--- config.mk ---
export PLATFORM = sky130hd
export DESIGN_NAME = lcd_analog_shared_io_ports
export DESIGN_NICKNAME = d
export VERILOG_FILES = /design/src/lcd_io_pkg.sv /design/src/lcd_analog_shared_io_ports.sv /design/src/lcd_port.sv /design/src/pin_sync.sv
export VERILOG_INCLUDE_DIRS = /design/src
export SDC_FILE = /design/constraint.sdc
export NUM_CORES = 1
export LEC_CHECK = 0
export ABC_CLOCK_PERIOD_IN_PS = 3200
export BUFFER_PORTS_ARGS = -buffer_cell sky130_fd_sc_hd__buf_2
export CAP_MARGIN = 25
export CORE_MARGIN = 4
export CORE_UTILIZATION = 30
export CTS_CLUSTER_SIZE = 30
export DETAILED_ROUTE_END_ITERATION = 7
export PLACE_DENSITY = 0.53
export SLEW_MARGIN = 20
export SYNTH_ARGS = -nofsm -noshare
export SYNTH_HDL_FRONTEND = slang
export SYNTH_HIERARCHICAL = 1
export SYNTH_SLANG_ARGS = --single-unit
--- constraint.sdc ---
create_clock -name CLK -period 3.2 [get_ports CLK]
set_input_delay 0.8 -clock CLK [delete_from_list [all_inputs] [get_ports CLK]]
set_output_delay 0.8 -clock CLK [all_outputs]
set_load 0.01 [all_outputs]
--- src/lcd_io_defines.svh ---
`ifndef LCD_IO_DEFINES_SVH
`define LCD_IO_DEFINES_SVH

// ****************************************************************
// Register indices (byte address is four times the index)
// ****************************************************************
`define IDX_P5_LATCH     10'h005
`define IDX_P5_PIN       10'h00B
`define IDX_P5_SEGSEL    10'h02A
`define IDX_P6_LATCH     10'h006
`define IDX_P6_DIR       10'h00C
`define IDX_P7_LATCH     10'h007
`define IDX_P7_PIN       10'h00D
`define IDX_P7_SEGSEL    10'h02B
`define IDX_CONV_CTRL    10'h00E

// ****************************************************************
// Field positions and reset values
// ****************************************************************
`define CONV_DISABLE_BIT 0
`define CONV_DISABLE_RST 1'h1
`define CONV_START_RST   1'h0
`define CONV_START_BIT   1
`define LATCH_ONES_RST   8'hFF
`define SEGSEL_RST       8'h00
`define P6_RST           8'h00
`define WORD_ZERO        32'h0000_0000
`define BYTE_ALIGN       2'h0

`endif

--- src/lcd_io_pkg.sv ---
package lcd_io_pkg;

    // Pin drive of one eight-bit port: level and output enable.
    typedef struct packed {
        logic [7:0] level;
        logic [7:0] enable;
    } pin_drive_t;

    // Register selected by an APB address.
    typedef enum logic [3:0] {
        SEL_NONE      = 4'h0,
        SEL_P5_LATCH  = 4'h1,
        SEL_P5_PIN    = 4'h3,
        SEL_P5_SEGSEL = 4'h2,
        SEL_P6_LATCH  = 4'h6,
        SEL_P6_DIR    = 4'h7,
        SEL_P7_LATCH  = 4'h5,
        SEL_P7_PIN    = 4'h4,
        SEL_P7_SEGSEL = 4'hC,
        SEL_CONV_CTRL = 4'hD
    } reg_sel_t;

endpackage

--- src/lcd_analog_shared_io_ports.sv ---
// Chosen here: register access over APB.
`timescale 1ns/1ps
`include "lcd_io_defines.svh"


module lcd_analog_shared_io_ports (
    // Clock and reset.
    input  wire logic                   CLK,
    input  wire logic                   RESETN,
    // APB slave.
    input  wire logic                   PSEL,
    input  wire logic                   PENABLE,
    input  wire logic                   PWRITE,
    input  wire logic [11:0]            PADDR,
    input  wire logic [31:0]            PWDATA,
    output logic      [31:0]            PRDATA,
    output logic                        PREADY,
    output logic                        PSLVERR,
    // Port 5 pins and segment data.
    input  wire logic [7:0]             P5_PIN_IN,
    input  wire logic [7:0]             P5_SEG_DATA,
    output lcd_io_pkg::pin_drive_t      P5_DRIVE,
    // Port 6 pins.
    input  wire logic [7:0]             P6_PIN_IN,
    output lcd_io_pkg::pin_drive_t      P6_DRIVE,
    // Port 6 taps: interrupt, counter and key wake-up inputs.
    output logic      [7:0]             P6_FUNC_IN,
    // Port 6 analog switch select for the converter.
    output logic      [7:0]             P6_ANALOG_SEL,
    // Port 7 pins and segment data.
    input  wire logic [7:0]             P7_PIN_IN,
    input  wire logic [7:0]             P7_SEG_DATA,
    output lcd_io_pkg::pin_drive_t      P7_DRIVE
);
    import lcd_io_pkg::*;

    // ****************************************************************
    // Address decode
    // ****************************************************************

    // Maps a byte address to a register; misaligned addresses miss.
    function automatic reg_sel_t decode(input logic [11:0] addr);
        reg_sel_t   sel;
        logic [9:0] idx;
        sel = SEL_NONE;
        idx = addr[11:2];
        if (addr[1:0] == `BYTE_ALIGN) begin
            case (idx)
                `IDX_P5_LATCH:  sel = SEL_P5_LATCH;
                `IDX_P5_PIN:    sel = SEL_P5_PIN;
                `IDX_P5_SEGSEL: sel = SEL_P5_SEGSEL;
                `IDX_P6_LATCH:  sel = SEL_P6_LATCH;
                `IDX_P6_DIR:    sel = SEL_P6_DIR;
                `IDX_P7_LATCH:  sel = SEL_P7_LATCH;
                `IDX_P7_PIN:    sel = SEL_P7_PIN;
                `IDX_P7_SEGSEL: sel = SEL_P7_SEGSEL;
                `IDX_CONV_CTRL: sel = SEL_CONV_CTRL;
                default:        sel = SEL_NONE;
            endcase
        end
        return sel;
    endfunction

    reg_sel_t   wr_sel;
    reg_sel_t   rd_sel;
    logic       wr_fire;
    logic [7:0] wbyte;

    // A write lands at the edge that completes the access phase.
    // Writes to the pin-input registers decode but change nothing.
    assign wr_fire = PSEL & PENABLE & PWRITE & PREADY;
    assign wr_sel  = wr_fire ? decode(PADDR) : SEL_NONE;
    assign rd_sel  = decode(PADDR);
    assign wbyte   = PWDATA[7:0];

    // ****************************************************************
    // Pin synchronisers
    // ****************************************************************

    // Pin levels are asynchronous, so each port passes a settling chain.
    logic [7:0] p5_level;
    logic [7:0] p6_level;
    logic [7:0] p7_level;

    pin_sync #(.WIDTH(8)) u_sync_p5 (
        .clk          (CLK),
        .resetn       (RESETN),
        .pin_async    (P5_PIN_IN),
        .pin_sync_out (p5_level)
    );

    pin_sync #(.WIDTH(8)) u_sync_p6 (
        .clk          (CLK),
        .resetn       (RESETN),
        .pin_async    (P6_PIN_IN),
        .pin_sync_out (p6_level)
    );

    pin_sync #(.WIDTH(8)) u_sync_p7 (
        .clk          (CLK),
        .resetn       (RESETN),
        .pin_async    (P7_PIN_IN),
        .pin_sync_out (p7_level)
    );

    // ****************************************************************
    // Ports 5 and 7
    // ****************************************************************

    logic [7:0] p5_latch;
    logic [7:0] p5_segsel;
    logic [7:0] p7_latch;
    logic [7:0] p7_segsel;

    lcd_port u_port5 (
        .clk       (CLK),
        .resetn    (RESETN),
        .wr_latch  (wr_sel == SEL_P5_LATCH),
        .wr_segsel (wr_sel == SEL_P5_SEGSEL),
        .wdata     (wbyte),
        .seg_data  (P5_SEG_DATA),
        .latch_r   (p5_latch),
        .segsel_r  (p5_segsel),
        .drive_r   (P5_DRIVE)
    );

    lcd_port u_port7 (
        .clk       (CLK),
        .resetn    (RESETN),
        .wr_latch  (wr_sel == SEL_P7_LATCH),
        .wr_segsel (wr_sel == SEL_P7_SEGSEL),
        .wdata     (wbyte),
        .seg_data  (P7_SEG_DATA),
        .latch_r   (p7_latch),
        .segsel_r  (p7_segsel),
        .drive_r   (P7_DRIVE)
    );

    // ****************************************************************
    // Port 6 registers
    // ****************************************************************

    logic [7:0] p6_latch_r;
    logic [7:0] p6_dir_r;
    logic       analog_input_disable_r;
    logic       conv_start_r;

    // Port 6 output latch, cleared by reset.
    always_ff @(posedge CLK) begin
        if (!RESETN) begin
            p6_latch_r <= `P6_RST;
        end else if (wr_sel == SEL_P6_LATCH) begin
            p6_latch_r <= wbyte;
        end
    end

    // Port 6 direction, one bit per pin, cleared by reset.
    always_ff @(posedge CLK) begin
        if (!RESETN) begin
            p6_dir_r <= `P6_RST;
        end else if (wr_sel == SEL_P6_DIR) begin
            p6_dir_r <= wbyte;
        end
    end

    // Converter control: analog disable sets on reset, start clears.
    always_ff @(posedge CLK) begin
        if (!RESETN) begin
            analog_input_disable_r <= `CONV_DISABLE_RST;
            conv_start_r           <= `CONV_START_RST;
        end else if (wr_sel == SEL_CONV_CTRL) begin
            analog_input_disable_r <= wbyte[`CONV_DISABLE_BIT];
            conv_start_r           <= wbyte[`CONV_START_BIT];
        end
    end

    // ****************************************************************
    // Port 6 mode decode
    // ****************************************************************

    logic [7:0] p6_out_mode;
    logic [7:0] p6_in_mode;
    logic [7:0] p6_analog_mode;

    // Mode per bit from direction, latch and analog disable.
    always_comb begin
        p6_out_mode    = p6_dir_r;
        p6_in_mode     = ~p6_dir_r & p6_latch_r;
        p6_analog_mode = ~p6_dir_r & ~p6_latch_r
                       & {8{~analog_input_disable_r}};
    end

    // Output bits drive the latch; other bits release the pin.
    // The level is masked by direction so a released pin never shows one.
    always_ff @(posedge CLK) begin
        if (!RESETN) begin
            P6_DRIVE <= '0;
        end else begin
            P6_DRIVE.level  <= p6_latch_r & p6_out_mode;
            P6_DRIVE.enable <= p6_out_mode;
        end
    end

    // Digital taps follow the pin only in input mode, zero otherwise.
    always_ff @(posedge CLK) begin
        if (!RESETN) begin
            P6_FUNC_IN <= `P6_RST;
        end else begin
            P6_FUNC_IN <= p6_level & p6_in_mode;
        end
    end

    // Analog switches close only once a conversion is started.
    always_ff @(posedge CLK) begin
        if (!RESETN) begin
            P6_ANALOG_SEL <= `P6_RST;
        end else begin
            P6_ANALOG_SEL <= p6_analog_mode & {8{conv_start_r}};
        end
    end

    // ****************************************************************
    // APB read path and response
    // ****************************************************************

    logic [7:0] p6_read;
    logic [7:0] rd_byte;
    logic [7:0] conv_byte;

    // Port 6 read: latch for outputs, pin for inputs, zero for analog.
    // A read-modify-write would copy pin levels into the latch.
    always_comb begin
        p6_read = (p6_latch_r & p6_out_mode)
                | (p6_level & ~p6_out_mode & ~p6_analog_mode);
        p6_read = p6_read & ~p6_analog_mode;
    end

    // Converter control readback, each flag at its own field position.
    always_comb begin
        conv_byte                    = 8'h00;
        conv_byte[`CONV_DISABLE_BIT] = analog_input_disable_r;
        conv_byte[`CONV_START_BIT]   = conv_start_r;
    end

    // Read multiplexer; segment pins read their settled pin level.
    always_comb begin
        case (rd_sel)
            SEL_P5_LATCH:  rd_byte = p5_latch;
            SEL_P5_PIN:    rd_byte = p5_level;
            SEL_P5_SEGSEL: rd_byte = p5_segsel;
            SEL_P6_LATCH:  rd_byte = p6_read;
            SEL_P6_DIR:    rd_byte = p6_dir_r;
            SEL_P7_LATCH:  rd_byte = p7_latch;
            SEL_P7_PIN:    rd_byte = p7_level;
            SEL_P7_SEGSEL: rd_byte = p7_segsel;
            SEL_CONV_CTRL: rd_byte = conv_byte;
            default:       rd_byte = 8'h00;
        endcase
    end

    // Ready rises for the first access cycle, then drops again.
    // Every transfer thus has exactly one access cycle, and a setup that
    // follows an access at once is still seen as a fresh request.
    always_ff @(posedge CLK) begin
        if (!RESETN) begin
            PREADY <= 1'b0;
        end else begin
            PREADY <= PSEL & ~PENABLE;
        end
    end

    // Read data and error are captured in the setup cycle.
    // Read data then stands until the next setup; the error flag is
    // raised only for the one access cycle that carries ready.
    always_ff @(posedge CLK) begin
        if (!RESETN) begin
            PRDATA  <= `WORD_ZERO;
            PSLVERR <= 1'b0;
        end else if (PSEL & ~PENABLE) begin
            PRDATA  <= PWRITE ? `WORD_ZERO : {24'h000000, rd_byte};
            PSLVERR <= (rd_sel == SEL_NONE);
        end else begin
            PSLVERR <= 1'b0;
        end
    end

endmodule

--- src/lcd_port.sv ---
`timescale 1ns/1ps
`include "lcd_io_defines.svh"

module lcd_port (
    // Clock and reset.
    input  wire logic                   clk,
    input  wire logic                   resetn,
    // Register writes from the bus slave.
    input  wire logic                   wr_latch,
    input  wire logic                   wr_segsel,
    input  wire logic [7:0]             wdata,
    // Segment data from the LCD driver.
    input  wire logic [7:0]             seg_data,
    // Register contents and pin drive.
    output logic      [7:0]             latch_r,
    output logic      [7:0]             segsel_r,
    output lcd_io_pkg::pin_drive_t      drive_r
);
    import lcd_io_pkg::*;

    // Output latch, all ones after reset.
    always_ff @(posedge clk) begin
        if (!resetn) begin
            latch_r <= `LATCH_ONES_RST;
        end else if (wr_latch) begin
            latch_r <= wdata;
        end
    end

    // Per-bit segment select, cleared by reset.
    always_ff @(posedge clk) begin
        if (!resetn) begin
            segsel_r <= `SEGSEL_RST;
        end else if (wr_segsel) begin
            segsel_r <= wdata;
        end
    end

    // Segment bits drive the LCD data; port bits sink low on a zero
    // latch and release the pin on a one so it can serve as input.
    always_ff @(posedge clk) begin
        if (!resetn) begin
            drive_r <= '0;
        end else begin
            for (int i = 0; i < 8; i++) begin
                if (segsel_r[i]) begin
                    drive_r.level[i]  <= seg_data[i];
                    drive_r.enable[i] <= 1'b1;
                end else begin
                    drive_r.level[i]  <= 1'b0;
                    drive_r.enable[i] <= ~latch_r[i];
                end
            end
        end
    end

endmodule

--- src/pin_sync.sv ---
`timescale 1ns/1ps
`include "lcd_io_defines.svh"

module pin_sync #(
    parameter int WIDTH = 8
) (
    // Clock and reset.
    input  wire logic             clk,
    input  wire logic             resetn,
    // Asynchronous pin levels in, settled levels out.
    input  wire logic [WIDTH-1:0] pin_async,
    output logic      [WIDTH-1:0] pin_sync_out
);

    logic [WIDTH-1:0] stage1_r;
    logic [WIDTH-1:0] stage2_r;
    logic [WIDTH-1:0] stage3_r;

    // Three-stage chain; the first stage feeds only the second.
    always_ff @(posedge clk) begin
        if (!resetn) begin
            stage1_r <= '0;
            stage2_r <= '0;
            stage3_r <= '0;
        end else begin
            stage1_r <= pin_async;
            stage2_r <= stage1_r;
            stage3_r <= stage2_r;
        end
    end

    // A bit changes only once the second and third stages agree.
    genvar i;
    generate
        for (i = 0; i < WIDTH; i++) begin : g_agree
            always_ff @(posedge clk) begin
                if (!resetn) begin
                    pin_sync_out[i] <= 1'b0;
                end else if (stage2_r[i] == stage3_r[i]) begin
                    pin_sync_out[i] <= stage3_r[i];
                end
            end
        end
    endgenerate

endmodule

==> impl_metrics.py <==
metrics = {
    "clocking": {
        "root_buffer": "clkbuf_16",
        "holdBufCountCts": 0,
        "post_cts_buffers": 0,
        "cts-htree-levels": 1,
        "cts.sinks": 220,
        "numCtsBuffers": 24,
        "path_clk_slew_ns": 0.06,
        "cts_tree": "yes",
        "postCtsResizedCells": 0,
        "clock_latency_ns": 0.51,
        "cts_buffer_depth": 3,
    },
    "critical_path": {
        "worstPathArrival_ns": 3.07,
        "path_class": "in -> reg",
        "cp.required_ns": 3.66,
        "cp_cell_sequence": "buf_2 > or4_1 > or4_1 > nor3_2 > or3b_1 > a21oi_1 > o31a_1",
        "slowest_delay_ns": 0.59,
        "crit_path_top_delay_cell": "or4_1",
        "path_common_cell": "or4_1",
        "cp-start-kind": "primary input",
        "critPathCaptureType": "flop",
        "cp_max_fo": 8,
    },
    "route": {
        "dr_wl_met3_um": 1140,
        "drtAntennaViolNets": 0,
        "top_layer": "met4",
        "routed_via_density": 4.48,
        "wl_met1_um": 10100,
        "drt_iter0_drc": 298,
        "wirelength_um": 21400,
        "num_vias": 5849,
        "drtPass1Iterations": 4,
        "drcViolationCount": 0,
        "wl_met2_um": 9590,
        "wl_per_cell_um": 16.4,
    },
    "final_layout": {
        "antennaDiodeCount": 0,
        "fin_nets": 1035,
        "layout.cells.non_filler": 1305,
        "syn_to_final_growth_pct": 22.2,
        "drive_above_1_share_pct": 25.6,
    },
    "timing": {
        "setup-violations-final": 0,
        "min_period_over_period_pct": 81.6,
        "worstMarginPinSlew_ns": 0.909,
        "clock_skew_ns": 0.0106,
        "fin_setup_tns_ns": 0,
        "rsz0062_at_grt": "no",
        "final.min_clock_period_ns": 2.61,
        "finalHoldViolCount": 0,
        "slew_headroom_pct": 39.4,
        "max_freq_ghz": 0.383,
        "maxSlewViolCount": 0,
    },
    "logic_synthesis": {
        "avgSynthCellArea_sq_um": 10.2,
        "async_flop_share_pct": 0,
        "synth_edf_count": 0,
        "synth_cells": 801,
        "synth_area_sq_um": 8160,
        "yosysSeqAreaShare_pct": 54.0,
        "synthFlopType": "dfxtp_1",
        "ys_warn_count": 6,
        "ys_ff_latch": 220,
        "synth.distinct_cells": 51,
    },
    "floorplan": {
        "io_pins": 187,
        "initial_core_util_pct": 30.4,
        "die_w_um": 173,
        "core-area_sq_um": 26900,
        "rows": 60,
        "die_y_um": 173,
        "dieArea_sq_um": 29900,
    },
    "global_routing": {
        "grt_first_pass_wirelength_um": 32700,
        "grt_pass1_vias": 5689,
        "antenna_found_initial": 0,
        "gr-total-overflow": 0,
        "grt_max_degree": 118,
        "track_usage_pct": 13.7,
    },
    "placed_design": {
        "dp_hpwl_um": 15500,
        "dp_cells": 1261,
        "place_congestion": 0.838,
        "numPortBuffers": 138,
    },
    "power_and_ir_drop": {
        "power.density_nw_per_um2": 596,
        "ir_worst_vdd_v": 0.000352,
        "p_leak_nw": 4.34,
    },
    "worst_hold_path": {
        "hold_path.class": "reg -> reg",
    },
    "outcome": {
        "status": "completed",
    },
    "job": {
        "maxCapViolCount": 0,
    },
}
-- sequential cells by signal, summed over array words and instances (netlist names), 8 cells and up --
signal and flops:
P6_DRIVE 16, u_port5/drive_r 16, u_port7/drive_r 16, P6_ANALOG_SEL 8, P6_FUNC_IN 8, PRDATA 8
p6_dir_r 8, p6_latch_r 8, u_port5/latch_r 8, u_port5/segsel_r 8, u_port7/latch_r 8, u_port7/segsel_r 8
u_sync_p5/pin_sync_out 8, u_sync_p5/stage1_r 8, u_sync_p5/stage2_r 8, u_sync_p5/stage3_r 8, u_sync_p6/pin_sync_out 8, u_sync_p6/stage1_r 8
u_sync_p6/stage2_r 8, u_sync_p6/stage3_r 8, u_sync_p7/pin_sync_out 8, u_sync_p7/stage1_r 8, u_sync_p7/stage2_r 8, u_sync_p7/stage3_r 8
-- path summary, 6_finish.rpt --
check                                                 startpoint                                to  slack, ns  depth (start not counted)
worst max-delay path                                    PADDR[9]            PRDATA[1]$_SDFFE_PN0P_       0.59                          7
worst max register to register                 PREADY$_SDFF_PN0_   u_port5/latch_r[3]$_SDFFE_PN1P_       1.35                          7
worst min register to register  u_sync_p5/stage1_r[5]$_SDFF_PN0_  u_sync_p5/stage2_r[5]$_SDFF_PN0_       0.43                          1
worst min-delay path            u_sync_p5/stage1_r[5]$_SDFF_PN0_  u_sync_p5/stage2_r[5]$_SDFF_PN0_       0.43                          1
-- critical path: cells and delay by family --
kind,cells,cell delay (ns)
AOI/OAI and AO/OA,2,0.33
and+or+nand+nor,4,1.84
buffers and inverters,1,0.10
-- cell usage after synthesis, types with 5 or more instances --
master	instances	area share [%]
a21o_1	6	0.55
nand3_1	9	0.55
nor2_1	44	2.0
a221o_1	7	0.86
clkbuf_2	6	0.37
nand2_1	74	3.4
buf_4	29	2.7
or3_1	10	0.77
inv_1	26	1.2
and4_1	8	0.86
o31ai_1	8	0.74
and2_1	72	5.5
nor2b_1	16	1.2
a21boi_2	34	4.7
buf_6	10	1.4
mux2i_1	51	6.3
o21ai_0	26	1.6
clkbuf_1	16	0.74
and3_1	26	2.0
o311a_1	6	0.74
a21oi_1	29	1.8
dfxtp_1	220	54
nor3_1	8	0.49
nor4_1	5	0.38
a21boi_0	6	0.55
-- report_power, final --
group          switching [mW]  internal [mW]  leakage (nW)  total (mW)
logic                   0.122         0.0787          2.13       0.200
registers              0.0140           2.78          1.79        2.79
clock network            1.12           1.84         0.423        2.96
total                    1.25           4.70          4.34        5.95
-- cells in the final DEF (no fill, tap or decap), types with 25 or more instances in the layout --
master,n
nor2_1,44
mux2i_1,51
and3_1,26
clkbuf_16,25
dfxtp_1,220
nand2_1,74
a21boi_2,34
and2_1,72
inv_1,26
a21oi_1,29
buf_2,137
o21ai_0,26
-- layout make-up --
| class | count | area [sq um] |
|---|---|---|
| Clock buffer | 30 | 684 |
| Sequential cell | 220 | 4400 |
| Multi-Input combinational cell | 512 | 3320 |
| Clock inverter | 14 | 181 |
| Inverter | 29 | 109 |
| Tap cell | 341 | 427 |
| Fill cell | 2729 | 16900 |
| Timing Repair Buffer | 159 | 851 |
-- kinds of logic after synthesis --
| logic type | Yosys count | share of synthesized area, % |
|---|---|---|
| and+or+nand+nor | 300 | 20.1 |
| DFF | 220 | 54.0 |
| AOI/OAI and AO/OA | 134 | 12.6 |
| buffers and inverters | 92 | 6.58 |
| muxes | 53 | 6.53 |
| xor gates and xnor gates | 1 | 0.107 |
| other | 1 | 0.0460 |
-- per-layer routing --
metal  global-route usage, %  vias to the layer above
met5                       0                        -
met4                    4.46                        0
met3                    2.71                       35
met2                    21.9                      146
met1                    18.6                     2684
li1                        -                     2984
-- through the flow --
stage / instance area, sq um / total power, mW / hold slack (ns) / util [%] / setup WS [ns]
6_report: 9970 / 5.95 / 0.425 / 37.1 / 0.589
5_1_grt: 9970 / 6.18 / 0.447 / 37.1 / 0.508
4_1_cts: 9970 / 6.04 / 0.425 / 37.1 / 0.615
3_5_place_dp: 9110 / 3.05 / 0.411 / 33.9 / 0.0783
3_3_place_gp: 9110 / 3.05 / 0.409 / 33.9 / 0.105
2_1_floorplan: 8250 / 2.99 / 0.406 / - / 0.399
No activity file was read; power rests on OpenSTA's default activity.
